==> src/spi_cfg_consts.vh <==
// Constants for the serial configuration register decoder.
`ifndef SPI_CFG_CONSTS_VH
`define SPI_CFG_CONSTS_VH
`define WORD_BITS        20
`define CNT_BITS         5
`define ADDR_HI          19
`define ADDR_MID         18
`define ADDR_LO          17
`define SEL_DRIVE_CTRL   2'b00
`define SEL_CHOPPER      3'b100
`define SEL_ADAPTIVE     3'b101
`define SEL_LOAD_SENSE   3'b110
`define SEL_DRIVER_CFG   3'b111
`define STEP_DISABLE_BIT 7
`define READBACK_SELECT_HI         5
`define READBACK_SELECT_LO         4
`define READBACK_SELECT_POSITION   2'b00
`define READBACK_SELECT_LOAD       2'b01
`define READBACK_SELECT_LOAD_SCALE 2'b10
`define READBACK_SELECT_DIAG       2'b11
`define DRV_CFG_RESET    20'h00000
`define WORD_RESET       20'h00000
`endif

==> src/spi_cfg_decode.v <==
// Serial command decoder into five write-only configuration registers.
// Function
// - Each transaction writes one of five registers unless bits 19:18 are 01.
// - Address bits 19,18 select target register; bit 17 too unless they are 00.
// - Step-disable bit picks drive-control layout.
// - Chopper fields mapped from command bits.
// - Adaptive current fields mapped from command bits.
// - Load sense fields mapped from command bits.
// - Driver configuration fields mapped from command.
// - Step layout: interpolation, dual edge, resolution.
// - Direct layout: coil currents from command.
// - Bit 17 sets coil A polarity.
// - Bit 8 sets coil B polarity.
// - Coil A magnitude from bits 16:9.
// - Coil B magnitude from bits 7:0.
// - Select 00: position, zeros, status flags.
// - Select 01: load measurement; 10: load bits 9:5, current scale.
// - Select 11: diagnostics, bits 9:8 ones.
// - Chip select rise latches last 20 bits.
// - Sample on rising, shift out after falling.
// - Extra bits leave delayed twenty clocks.
`timescale 1ns/1ps
`include "spi_cfg_consts.vh"
// How the block works, in short.
// The three serial pins cross into the mclk domain through pin_sync, so
// every edge on them is seen three to four mclk cycles late. Each half of
// the link clock must therefore last several mclk periods.
// While the select is low, each rising link clock edge shifts one bit in
// and each falling edge puts the next bit of the shifter on the output.
// The shifter is loaded with the response word when the select falls, so
// the host reads status while it writes its command.
// When the select rises, the last twenty bits in the shifter are decoded
// and, unless bits 19:18 are 01, written into one of the five registers; there is no
// read command, and every frame is a write.
// The drive-control word is kept raw and decoded in a separate stage, so
// a change of layout takes effect on the stored word without a rewrite.
// All outputs are registered, so logic downstream sees clean levels.
module spi_cfg_decode (
   // System clock and reset.
   input  wire       mclk,
   input  wire       reset_n,
   // Serial link pins from the host, all asynchronous to mclk.
   input  wire       sck,
   input  wire       sdi,
   input  wire       csn,
   // Serial response back to the host and its enable.
   output reg        sdo,
   output reg        sdo_oe,
   // Live status offered to the read response, already on mclk.
   input  wire [9:0] microstep_position,
   input  wire [9:0] load_measurement,
   input  wire [4:0] actual_current_scale,
   input  wire [7:0] status_flags,
   input  wire [9:0] diag_flags,
   // Layout select, then the drive-control fields of both layouts.
   output reg        step_input_disable,
   output reg        step_interpolation_enable,
   output reg        dual_edge_step,
   output reg  [3:0] microstep_resolution,
   output reg        coil_a_polarity,
   output reg  [7:0] coil_a_magnitude,
   output reg        coil_b_polarity,
   output reg  [7:0] coil_b_magnitude,
   // Chopper fields.
   output reg  [1:0] blanking_time,
   output reg        chopper_mode_select,
   output reg        random_off_time,
   output reg  [1:0] hysteresis_decrement,
   output reg  [3:0] hysteresis_end,
   output reg  [2:0] hysteresis_start,
   output reg  [3:0] off_time,
   // Load-adaptive current fields.
   output reg        min_current_select,
   output reg  [1:0] current_decrement_speed,
   output reg  [3:0] upper_load_threshold,
   output reg  [1:0] current_increment_step,
   output reg  [3:0] lower_load_threshold,
   // Load sensing fields.
   output reg        load_filter_enable,
   output reg  [6:0] load_threshold,
   output reg  [4:0] current_scale,
   // Driver configuration fields.
   output reg        test_mode,
   output reg  [1:0] high_side_slope,
   output reg  [1:0] low_side_slope,
   output reg        slope_msb,
   output reg        ground_short_disable,
   output reg  [1:0] short_detect_delay,
   output reg        sense_full_scale,
   output reg  [1:0] readback_select,
   output reg        overtemp_threshold_select,
   output reg        short_sensitivity,
   output reg        passive_fast_decay_enable,
   output reg        supply_short_enable,
   // One-cycle pulse for each committed frame.
   output reg        write_strobe
);
   // Synchronised pin levels.
   // Each pin passes three flops; a level counts once two stages agree,
   // which also filters out single-cycle glitches on the pins.
   wire sck_s;
   wire sdi_s;
   wire csn_s;

   // Link clock; it idles high between frames.
   pin_sync #(
      .RESET_LEVEL (1'b1)
   ) u_sync_sck (
      .mclk        (mclk),
      .reset_n     (reset_n),
      .pin_in      (sck),
      .level_q     (sck_s)
   );
   // Serial data in; only its level at a rising clock edge matters.
   pin_sync #(
      .RESET_LEVEL (1'b1)
   ) u_sync_sdi (
      .mclk        (mclk),
      .reset_n     (reset_n),
      .pin_in      (sdi),
      .level_q     (sdi_s)
   );
   // Select; it idles high, so reset must not look like a frame start.
   pin_sync #(
      .RESET_LEVEL (1'b1)
   ) u_sync_csn (
      .mclk        (mclk),
      .reset_n     (reset_n),
      .pin_in      (csn),
      .level_q     (csn_s)
   );

   // Edge history, the shifter and the raw drive-control word.
   reg                   sck_prev_q;   // Last synchronised clock level.
   reg                   csn_prev_q;   // Last synchronised select level.
   reg [`WORD_BITS-1:0]  shift_q;      // Twenty-bit shift register.
   reg [`WORD_BITS-1:0]  resp_d;       // Response word built from status.
   reg [`WORD_BITS-1:0]  drive_ctrl_q; // Raw drive-control word.

   // Edge strobes, each high for exactly one mclk cycle.
   wire sck_rise = sck_s & ~sck_prev_q;
   wire sck_fall = ~sck_s & sck_prev_q;
   wire cs_fall  = ~csn_s & csn_prev_q;
   wire cs_rise  = csn_s & ~csn_prev_q;

   // Response layout follows the select field held before this frame.
   // The word is built every cycle from live status; it is only copied
   // into the shifter on a select fall, so status that moves later in the
   // frame is not seen until the next frame. The low byte is the same
   // status byte in every layout, so a host can poll it in any mode.
   always @* begin
      resp_d = `WORD_RESET;
      case (readback_select)
         `READBACK_SELECT_POSITION: begin
            resp_d = {microstep_position, 2'b00, status_flags};
         end
         `READBACK_SELECT_LOAD: begin
            resp_d = {load_measurement, 2'b00, status_flags};
         end
         `READBACK_SELECT_LOAD_SCALE: begin
            resp_d = {load_measurement[9:5], actual_current_scale,
                      2'b00, status_flags};
         end
         `READBACK_SELECT_DIAG: begin
            resp_d = {diag_flags, 2'b11, status_flags};
         end
         default: begin
            resp_d = `WORD_RESET;
         end
      endcase
   end

   // Edge tracking of the synchronised serial pins.
   // Both history flops reset high, the idle level of the clock and select
   // pins, so releasing reset never looks like an edge.
   always @(posedge mclk or negedge reset_n) begin
      if (!reset_n) begin
         sck_prev_q <= 1'b1;
         csn_prev_q <= 1'b1;
      end else begin
         sck_prev_q <= sck_s;
         csn_prev_q <= csn_s;
      end
   end

   // Shift path. Loading at select fall means the response appears first,
   // and bits shifted in come out twenty clocks later for daisy chains.
   // The output moves on select fall and a few mclk cycles after a falling link clock edge;
   // the host samples half a bit after that edge, so its setup is half a period less the synchroniser lag.
   // The enable follows the synchronised select, one cycle late.
   always @(posedge mclk or negedge reset_n) begin
      if (!reset_n) begin
         shift_q <= `WORD_RESET;
         sdo     <= 1'b0;
         sdo_oe  <= 1'b0;
      end else begin
         sdo_oe <= ~csn_s;
         if (cs_fall) begin
            shift_q <= resp_d;
            sdo     <= resp_d[`WORD_BITS-1];
         end else if (!csn_s && sck_rise) begin
            // MSB first; sampled on the rising edge.
            shift_q <= {shift_q[`WORD_BITS-2:0], sdi_s};
         end else if (!csn_s && sck_fall) begin
            sdo <= shift_q[`WORD_BITS-1];
         end
      end
   end

   // Commit on select rise; only the last twenty bits remain in the shifter.
   // A short frame is committed anyway, since the host owns that contract.
   // Each field keeps its value until a frame for its own register
   // arrives; the strobe marks every commit, whatever the target.
   // Address pattern 01 matches no register and only pulses the strobe.
   always @(posedge mclk or negedge reset_n) begin
      if (!reset_n) begin
         // All fields leave reset as zero, the quiet idle setting.
         drive_ctrl_q              <= `WORD_RESET;
         write_strobe              <= 1'b0;
         blanking_time             <= 2'b00;
         chopper_mode_select       <= 1'b0;
         random_off_time           <= 1'b0;
         hysteresis_decrement      <= 2'b00;
         hysteresis_end            <= 4'h0;
         hysteresis_start          <= 3'h0;
         off_time                  <= 4'h0;
         min_current_select        <= 1'b0;
         current_decrement_speed   <= 2'b00;
         upper_load_threshold      <= 4'h0;
         current_increment_step    <= 2'b00;
         lower_load_threshold      <= 4'h0;
         load_filter_enable        <= 1'b0;
         load_threshold            <= 7'h00;
         current_scale             <= 5'h00;
         test_mode                 <= 1'b0;
         high_side_slope           <= 2'b00;
         low_side_slope            <= 2'b00;
         slope_msb                 <= 1'b0;
         ground_short_disable      <= 1'b0;
         short_detect_delay        <= 2'b00;
         step_input_disable        <= 1'b0;
         sense_full_scale          <= 1'b0;
         readback_select           <= 2'b00;
         overtemp_threshold_select <= 1'b0;
         short_sensitivity         <= 1'b0;
         passive_fast_decay_enable <= 1'b0;
         supply_short_enable       <= 1'b0;
      end else begin
         write_strobe <= cs_rise;
         if (cs_rise) begin
            if (shift_q[`ADDR_HI:`ADDR_MID] == `SEL_DRIVE_CTRL) begin
               drive_ctrl_q <= shift_q;
            end else begin
               // The other four registers need all three address bits.
               case (shift_q[`ADDR_HI:`ADDR_LO])
                  `SEL_CHOPPER: begin
                     blanking_time        <= shift_q[16:15];
                     chopper_mode_select  <= shift_q[14];
                     random_off_time      <= shift_q[13];
                     hysteresis_decrement <= shift_q[12:11];
                     hysteresis_end       <= shift_q[10:7];
                     hysteresis_start     <= shift_q[6:4];
                     off_time             <= shift_q[3:0];
                  end
                  `SEL_ADAPTIVE: begin
                     // Bits 16, 12, 7 and 4 are fixed zero and unused.
                     min_current_select      <= shift_q[15];
                     current_decrement_speed <= shift_q[14:13];
                     upper_load_threshold    <= shift_q[11:8];
                     current_increment_step  <= shift_q[6:5];
                     lower_load_threshold    <= shift_q[3:0];
                  end
                  `SEL_LOAD_SENSE: begin
                     // Bits 15 and 7:5 are fixed zero and unused.
                     load_filter_enable <= shift_q[16];
                     load_threshold     <= shift_q[14:8];
                     current_scale      <= shift_q[4:0];
                  end
                  `SEL_DRIVER_CFG: begin
                     test_mode                 <= shift_q[16];
                     high_side_slope           <= shift_q[15:14];
                     low_side_slope            <= shift_q[13:12];
                     slope_msb                 <= shift_q[11];
                     ground_short_disable      <= shift_q[10];
                     short_detect_delay        <= shift_q[9:8];
                     // The layout bit also changes the drive-control decode.
                     step_input_disable        <= shift_q[`STEP_DISABLE_BIT];
                     sense_full_scale          <= shift_q[6];
                     // A new select only shapes the next frame's response.
                     readback_select <= shift_q[`READBACK_SELECT_HI:`READBACK_SELECT_LO];
                     overtemp_threshold_select <= shift_q[3];
                     short_sensitivity         <= shift_q[2];
                     passive_fast_decay_enable <= shift_q[1];
                     supply_short_enable       <= shift_q[0];
                  end
                  default: begin
                     // Address pattern 01 matches no register; nothing is written.
                     blanking_time <= blanking_time;
                  end
               endcase
            end
         end
      end
   end

   // Drive-control fields decoded by the current layout; the word is kept
   // raw so a later layout change reinterprets the last write.
   // Fields of the layout that is not selected read as zero, so logic
   // downstream never acts on a stale field of the other layout.
   // The cost is one cycle of lag after either the word or the layout bit.
   always @(posedge mclk or negedge reset_n) begin
      if (!reset_n) begin
         step_interpolation_enable <= 1'b0;
         dual_edge_step            <= 1'b0;
         microstep_resolution      <= 4'h0;
         coil_a_polarity           <= 1'b0;
         coil_a_magnitude          <= 8'h00;
         coil_b_polarity           <= 1'b0;
         coil_b_magnitude          <= 8'h00;
      end else if (step_input_disable) begin
         step_interpolation_enable <= 1'b0;
         dual_edge_step            <= 1'b0;
         microstep_resolution      <= 4'h0;
         coil_a_polarity           <= drive_ctrl_q[17];
         coil_a_magnitude          <= drive_ctrl_q[16:9];
         coil_b_polarity           <= drive_ctrl_q[8];
         coil_b_magnitude          <= drive_ctrl_q[7:0];
      end else begin
         step_interpolation_enable <= drive_ctrl_q[9];
         dual_edge_step            <= drive_ctrl_q[8];
         microstep_resolution      <= drive_ctrl_q[3:0];
         coil_a_polarity           <= 1'b0;
         coil_a_magnitude          <= 8'h00;
         coil_b_polarity           <= 1'b0;
         coil_b_magnitude          <= 8'h00;
      end
   end
endmodule

==> src/pin_sync.v <==
// Three-stage pin synchroniser with agreement between stages two and three.
`timescale 1ns/1ps
module pin_sync #(
   parameter RESET_LEVEL = 1'b1   // Idle level of the pin, taken in reset.
) (
   input  wire mclk,
   input  wire reset_n,
   input  wire pin_in,
   output reg  level_q
);
   reg s1_q;   // First stage, read only by the second.
   reg s2_q;   // Second stage.
   reg s3_q;   // Third stage.

   // The level only moves once the two settled stages agree.
   // Reset loads the parameter, a constant, into every stage.
   always @(posedge mclk or negedge reset_n) begin
      if (!reset_n) begin
         s1_q    <= RESET_LEVEL;
         s2_q    <= RESET_LEVEL;
         s3_q    <= RESET_LEVEL;
         level_q <= RESET_LEVEL;
      end else begin
         s1_q <= pin_in;
         s2_q <= s1_q;
         s3_q <= s2_q;
         if (s2_q == s3_q) begin
            level_q <= s3_q;
         end
      end
   end
endmodule

==> config.mk <==
export PLATFORM = sky130hd
export DESIGN_NAME = spi_cfg_decode
export DESIGN_NICKNAME = d
export VERILOG_FILES = /design/src/spi_cfg_decode.v /design/src/pin_sync.v
export VERILOG_INCLUDE_DIRS = /design/src
export SDC_FILE = /design/constraint.sdc
export NUM_CORES = 1
export LEC_CHECK = 0
export ABC_AREA = 0
export BUFFER_PORTS_ARGS = -buffer_cell sky130_fd_sc_hd__clkbuf_2
export CORE_ASPECT_RATIO = 1.25
export CORE_UTILIZATION = 57
export CTS_CLUSTER_SIZE = 25
export DETAILED_ROUTE_END_ITERATION = 12
export PLACE_DENSITY = 0.95
export SLEW_MARGIN = 15
export SYNTH_ARGS = -nofsm -noshare
export SYNTH_HDL_FRONTEND = slang
export SYNTH_SLANG_ARGS = --single-unit
==> constraint.sdc <==
create_clock -name mclk -period 3 [get_ports mclk]
set_clock_uncertainty 0.05 [all_clocks]
set_input_delay 0.15 -clock mclk [delete_from_list [all_inputs] [get_ports mclk]]
set_output_delay 0.15 -clock mclk [all_outputs]
set_load 0.01 [all_outputs]
Word level (Yosys, flattened, before mapping)
Index checks and enable logic that the tools add are counted.
W data, S select, Z words.
{"block": "word_totals", "reg_bits": 139, "word_cells": 100}
{"block": "classes", "bitwise": 9, "reduce_logical": 13, "muxes": 13, "n_eq_ne": 11}
{"cell": "$pmux W20 S4", "count": 1}
{"cell": "$mux W20", "count": 2}
{"cell": "$mux W8", "count": 2}
{"cell": "$eq A3 B3 Y1 const B", "count": 4}
{"cell": "$reduce_and A3 Y1", "count": 4}
{"cell": "$mux W1", "count": 7}
{"cell": "$not A1 Y1", "count": 5}
{"cell": "$and A1 B1 Y1", "count": 4}
{"cell": "$eq A2 B2 Y1 const B", "count": 2}
{"cell": "$logic_not A2 Y1", "count": 2}
{"cell": "$mux W4", "count": 1}
{"cell": "$reduce_and A2 Y1", "count": 2}
{"cell": "$reduce_bool A2 Y1", "count": 2}
{"cell": "$eq A1 B1 Y1", "count": 3}
{"cell": "$eq A2 B1 Y1 const B", "count": 1}
{"cell": "$logic_and A1 B1 Y1", "count": 2}
{"cell": "$ne A2 B2 Y1 const B", "count": 1}
{"cell": "$logic_not A1 Y1", "count": 1}

Longest topological paths before layout
Gate-level depths: netlist of the first run.
{"block": "logic_depth", "ltp_word": 6, "depth_mapped": 6}

Hierarchy
A second synthesis of the first run with hierarchy kept.
{"block": "hier_totals", "cells_unflattened": 364, "area_unflattened_um2": 5432.7}
{"mod": "spi_cfg_decode", "area_each_um2": 5083.6, "instances": 1, "seq_area_each_um2": 3180.6, "cells_each": 349}
{"mod": "pin_sync", "area_each_um2": 116.4, "instances": 3, "seq_area_each_um2": 105.1, "cells_each": 5}

Worst setup path after synthesis of the first run
Ideal clock, no wire load.
{"block": "synth_path", "path_kind": "flip-flop to flip-flop", "startpoint": "reg u_sync_csn.level_q", "endpoint": "reg drive_ctrl_q[10]", "path_stages_with_launch": 5, "setup_ps": 125, "t_arrival_ps": 1665, "slack_ps": 1160, "path_cell_list": "dfstp_2 -> inv_2 -> nor4_4 -> buf_6 -> mux2_2"}
{"block": "synth_between", "elab_chain_len": 2}
{"element": "start: declaration", "line": "pin_sync.v:9", "source": "output reg level_q"}
{"element": "start signal: assignment", "line": "pin_sync.v:28", "source": "level_q <= s3_q;"}
{"element": "$and A1 B1 Y1", "line": "spi_cfg_decode.v:144", "source": "wire cs_rise = csn_s & ~csn_prev_q;"}
{"element": "$reduce_and A2 Y1 (no source line)"}
{"element": "end signal: assignment", "line": "spi_cfg_decode.v:218", "source": "drive_ctrl_q <= `WORD_RESET;"}
{"element": "end signal: assignment", "line": "spi_cfg_decode.v:252", "source": "drive_ctrl_q <= shift_q;"}
{"element": "end: declaration", "line": "spi_cfg_decode.v:138", "source": "reg [`WORD_BITS-1:0] drive_ctrl_q;"}
Every way passes these cells.
A chain may end at the register's enable or synchronous reset.

Final worst setup path of the first run
{"block": "layout_path", "startpoint": "reg u_sync_csn.level_q", "endpoint": "reg off_time[0]"}
{"block": "layout_between", "elab_chain_len": 2}
{"element": "$and A1 B1 Y1", "line": "spi_cfg_decode.v:144"}
{"element": "net cs_rise", "line": "spi_cfg_decode.v:144"}
{"element": "$reduce_and A3 Y1 (no source line)"}
{"element": "end signal: assignment", "line": "spi_cfg_decode.v:263", "source": "off_time <= shift_q[3:0];"}
{"element": "end: declaration", "line": "spi_cfg_decode.v:71", "source": "output reg [3:0] off_time,"}
The timed path passes the listed nets, and every way through them passes these cells.

==> reports/qor.csv, run 1 <==
metric,value,unit
crit_arrival,2.47,ns
wl_per_cell,19.4,um
yosysUniqueCellTypes,34,
power,6990,uW
cts-root-buf,clkbuf_16,
hold_class,input port to flip-flop,
worstSetupPathType,flip-flop to flip-flop,
path_cells,nor2b_4 > nand2_2 > nor3_4 > mux2_2,
setup_tns,0,ns
drcViolationCount,0,
cts_sinks,139,
n_antenna_cell,0,
nets,562,
synth_fp_nets,413,
total_leakage_power,0.00334,uW
ys_ff_latch,139,
max_stage_delay,0.72,ns
via_count,3728,
crit_path_start_kind,flip-flop,
grt_max_degree,105,
insertion_delay,0.41,ns
layout-drive-gt1-share,51.4,%
cts_made_buffers,17,
cts_max_path_buffers,2,
crit_family,simple AND/OR/NAND/NOR gates,
min_path_cells,4,
core_area,9170,um2
grt_pass1_wl,20500,um
yosysTopAreaCell,dfrtp_1,
slowest_stage,nor3_4,
p_per_area,1030,nW/um2
gr-total-overflow,0,
cap_violations,0,
synth.cell_area,5400,um2
start_util,58.9,%
cts_tree,yes,
syn2layout_area_growth,26.2,%
fmax,0.449,GHz
ant_nets,0,
fp.dieArea,9870,um2
firstDrtPassIters,5,
post-route-period-util,74.3,%
antenna_found_initial,0,
io_buffers,134,
end_kind,flip-flop,
first_global_vias,3781,
required,3.24,ns
die_y,111,um
layout_commonest_cell,clkbuf_2,
finalHoldViolations,0,
place_hpwl,7890,um
routed_via_density,5.74,
drt-initial-drc-count,273,
syn_inst,365,
final_cell_mix,"clkbuf_2 (133), dfrtp_1 (125), mux2_2 (82), a21oi_1 (20), and2_1 (19)",
maxSlewViolCount,0,
drt_wl_total,12600,um
r2r-start,u_sync_csn.level_q,
cp-endpoint,off_time[0],
path_depth,4,
ys_warn_count,0,
setup_viol,0,
gp_congestion,0.841,
ys_seq_area_share,64.7,%
worst_pin_slew,0.911,ns
reg2reg_depth,4,
worstSetupStartpoint,u_sync_csn.level_q,
clkTransAtPathRegs,0.05,ns
synth_area_per_cell,14.8,um2
fill_cells,558,
rsz0062_at_grt,no,
num_io_pins,135,
grt.total_usage,28.9,%
ys_top_cells_by_area,"dfrtp_1 (58%), mux2_2 (17%), dfstp_2 (6.8%)",
rrSetupSlack,0.77,ns
reg2reg_to,off_time[0],
synth_top_area_share,57.9,%
outcome,finished clean,
rows,39,
crit_fanout,17,
dp_slack,0.858,ns
die_x,89.1,um
vdd_drop_max,0.000612,V
timing.slew.headroom,39.0,%
ctsHtreeMaxLevel,4,
min_period,2.23,ns
crit_buf_inv,0,
cts_setup_buffers,0,
finalWorstSetupSlack,0.771,ns
## tightest hold or removal path, cell delays in order
cell	delay, ns
clkbuf_2	0.07
mux2_2	0.13
o211ai_1	0.08
a21oi_1	0.12
## report_power, final
group | total [uW] | internal, uW | leakage [uW] | switching (uW)
combinational | 1860 | 989 | 0.00136 | 873
clock | 1870 | 1170 | 0.000259 | 701
sequential | 3260 | 2580 | 0.00172 | 687
## kinds of logic after synthesis
logic type	after synthesis	share of synthesized area (%)
mux	93	20.3
flops	139	64.7
fa+ha+maj	3	0.556
simple gates	61	6.86
compound gates	39	4.84
buf+inv	30	2.69
## worst min-delay path by stage
| stage | endpoint | slack, ns | startpoint |
|---|---|---|---|
| after floorplan | blanking_time[0] | -0.20 | reset_n |
| after global placement | u_sync_sck.s1_q | 0.19 | sck |
| after detailed placement | u_sync_sck.s1_q | 0.19 | sck |
| after CTS | shift_q[17] | 0.14 | microstep_position[7] |
| after global routing | shift_q[16] | 0.16 | microstep_position[6] |
| final | shift_q[17] | 0.14 | microstep_position[7] |
## flip-flops by register name, indices dropped and copies added (netlist names), 3 cells and up
| register | count |
|---|---|
| microstep_resolution | 4 |
| lower_load_threshold | 4 |
| coil_a_magnitude | 8 |
| hysteresis_end | 4 |
| current_scale | 5 |
| load_threshold | 7 |
| coil_b_magnitude | 8 |
| shift_q | 20 |
| off_time | 4 |
| upper_load_threshold | 4 |
| hysteresis_start | 3 |
| drive_ctrl_q | 18 |
## timing repair
action | CTS | global route
gates resized for setup | 0 | 0
hold buffers | 12 | 0
hold endpoints to repair | 99 | 0
## layout make-up
class	instances	area (um2)	share of cell area, %
clock buffer	30	524	7.69
inverter	9	33.8	0.496
sequential	139	3500	51.3
multi-input combinational	196	1760	25.8
timing repair buffer	151	835	12.2
clock inverter	2	12.5	0.184
tap	123	154	2.26
## metrics by stage
step	util (%)	hold slack (ns)	cell area, um2	std cells
2_1_floorplan	-	-0.196	5400	365
3_3_place_gp	67.1	0.189	6160	606
3_5_place_dp	67.1	0.190	6160	606
4_1_cts	74.3	0.136	6810	650
5_1_grt	74.3	0.164	6810	650
6_report	74.3	0.140	6810	650
## cells in the mapped netlist, drive strengths merged
cell / number
a21oi: 20
a221o: 2
a222oi: 8
a31oi: 1
and2: 19
and2b: 1
and3: 1
buf: 12
clkbuf: 9
dfrtp: 125
dfstp: 14
inv: 9
maj3: 3
mux2: 83
mux2i: 5
mux4: 5
nand2: 14
nand2b: 1
nand4: 1
nand4b: 1
nor2: 11
nor2b: 9
nor3: 1
nor3b: 1
nor4: 1
o211ai: 5
o21a: 1
o21ai: 2
## metal layers
layer  wire (um)  global-route usage (%)  vias up
li1            -                       -     1588
met1        4740                    36.1     1885
met2        6580                    45.5      209
met3         747                    7.45       46
met4         531                    15.8        0
met5           0                       0        -
(Power assumes the default switching activity.)
==> run 2: changes to the inputs <==
CORE_UTILIZATION = 53   (was 57)
PLACE_DENSITY = 0.91   (was 0.95)
clock period = 2.1 ns   (was 3 ns; I/O delays follow)
==> run 2 against run 1 <==
- sequential share of layout area down 0.54 points
- register-to-register slack got worse by 0.55 ns
- hold slack worse by 0.048 ns
- critical endpoint is now shift_q[2]
- largest power group unchanged
- first-iteration DRC count down 23%
- clock power rose by 47%
- combinational power up 42%
==> reports/qor.csv, run 2 (synthesis gave the netlist of run 1 again) <==
metric,value,unit,change
outcome,finished clean,,
nets,566,,+0.71%
grt_pass1_wl,19900,um,-3.3%
die_x,92.3,um,+3.6%
grt.total_usage,25.2,%,-3.6 points
hold_class,input port to flip-flop,,
antenna_found_initial,0,,unchanged
syn2layout_area_growth,27.5,%,
post-route-period-util,89.4,%,+15 points
drt-initial-drc-count,209,,-23%
layout-drive-gt1-share,52.4,%,+0.93 points
crit_path_start_kind,flip-flop,,
routed_via_density,5.52,,-3.7%
setup_tns,0,ns,unchanged
num_io_pins,135,,unchanged
p_per_area,1450,nW/um2,+42%
worstSetupPathType,flip-flop to flip-flop,,
final_cell_mix,"clkbuf_2 (133), dfrtp_1 (125), mux2_2 (82), a21oi_1 (20), and2_1 (19)",,
crit_arrival,2.11,ns,-0.36 ns
total_leakage_power,0.00338,uW,+1.0%
maxSlewViolCount,0,,unchanged
cts_setup_buffers,0,,unchanged
cts_max_path_buffers,2,,unchanged
worst_pin_slew,0.736,ns,-0.176 ns
io_buffers,134,,unchanged
first_global_vias,3780,,-0.026%
n_antenna_cell,0,,unchanged
layout_commonest_cell,clkbuf_2,,
firstDrtPassIters,6,,+1
die_y,115,um,+3.6%
required,2.34,ns,-0.90 ns
cap_violations,0,,unchanged
multi_input_area,1760,um2,unchanged
end_kind,flip-flop,,
via_count,3629,,-2.7%
drcViolationCount,0,,unchanged
cts_tree,yes,,
fp.dieArea,10600,um2,+7.4%
wl_per_cell,18.6,um,-4.1%
gp_congestion,0.812,,-3.4%
fin_cells,657,,+1.1%
rsz0062_at_grt,no,,
timing.slew.headroom,50.6,%,+12 points
cts-root-buf,clkbuf_16,,
crit_fanout,11,,-6
drt_wl_total,12200,um,-3.0%
ctsHtreeMaxLevel,4,,unchanged
rows,40,,+2.6%
start_util,55.3,%,-3.5 points
cts_made_buffers,17,,unchanged
placed_cells,613,,+1.2%
insertion_delay,0.41,ns,about the same
core_area,9760,um2,+6.4%
min_period,1.88,ns,-0.353 ns
cts_sinks,139,,unchanged
largest_reg_flops,20,,unchanged
ant_nets,0,,unchanged
reg_top3,"shift_q (20), drive_ctrl_q (18)",,
fill_cells,658,,+18%
setup_viol,0,,unchanged
vdd_drop_max,0.000692,V,+13%
grt_max_degree,59,,-44%
seq_area,3500,um2,unchanged
fmax,0.533,GHz,+19%
gr-total-overflow,0,,unchanged
finalHoldViolations,0,,unchanged
place_hpwl,8170,um,+3.6%
top_register,shift_q,,
clkTransAtPathRegs,0.06,ns,about the same
run 2: changes by cell type in the layout (fill, tap and decap cells not counted), sizes merged:
cell,before,now
clkinv,1,4
buf,6,10
clkinvlp,1,2
bufinv,0,1
clkbuf,163,158
run 2: final timing paths:
kind / slack (ns) / depth (start not counted) / start / endpoint
worst max-delay path: 0.22 / 5 / u_sync_sck.level_q / shift_q[2]
worst min-delay path: 0.09 / 4 / microstep_position[7] / shift_q[17]
worst max register to register: 0.22 / 5 / u_sync_sck.level_q / shift_q[2]
worst min register to register: 0.30 / 0 / u_sync_sck.s1_q / u_sync_sck.s2_q
max in group asynchronous: 1.06 / 3 / reset_n / coil_b_magnitude[2]
min in group asynchronous: 0.15 / 2 / reset_n / readback_select[1]
run 2: layer usage:
layer	vias up	part of all wire [%]	global-route usage (%)
met4	0	2.2	9.90
met5	-	0	0
li1	1606	-	-
met3	25	5.3	7.14
met1	1842	38	29.4
met2	156	54	44.2
run 2: final cells by class:
cell class | instances | area share, %
Inverter | 9 | 0.491
Clock buffer | 25 | 7.05
Sequential cell | 139 | 50.8
Multi-Input combinational cell | 196 | 25.5
Timing Repair Buffer | 155 | 12.9
Clock inverter | 7 | 0.945
Tap cell | 126 | 2.29
run 2: report_power, final:
group | internal [uW] | switching [uW] | leakage [uW]
registers | 3680 | 933 | 0.00172
clock network | 1710 | 1020 | 0.000267
logic | 1430 | 1220 | 0.00139
run 2: stage by stage:
| stage | setup WS (ns) | area [um2] | util (%) | hold WS [ns] | total power [uW] |
|---|---|---|---|---|---|
| after CTS | 0.247 | 6890 | 70.6 | 0.0890 | 10100 |
| final | 0.224 | 6890 | 70.6 | 0.0918 | 10000 |
| after detailed placement | 0.273 | 6220 | 63.7 | 0.0238 | 7250 |
| after global routing | 0.0267 | 6890 | 70.6 | 0.114 | 10500 |
| after floorplan | 0.260 | 5400 | - | -0.241 | 5970 |
| after global placement | 0.331 | 6220 | 63.7 | 0.0169 | 7040 |
run 2: worst max-delay path, cell delays in order (launching register included):
cell	delay, ns
dfstp_2	0.55
nor2b_1	0.21
o21ai_1	0.26
buf_4	0.28
a222oi_1	0.32
inv_1	0.08
run 2: repair_timing:
item,CTS,global route
hold buffers,12,0
gates resized for setup,0,0
hold endpoints to repair,59,0
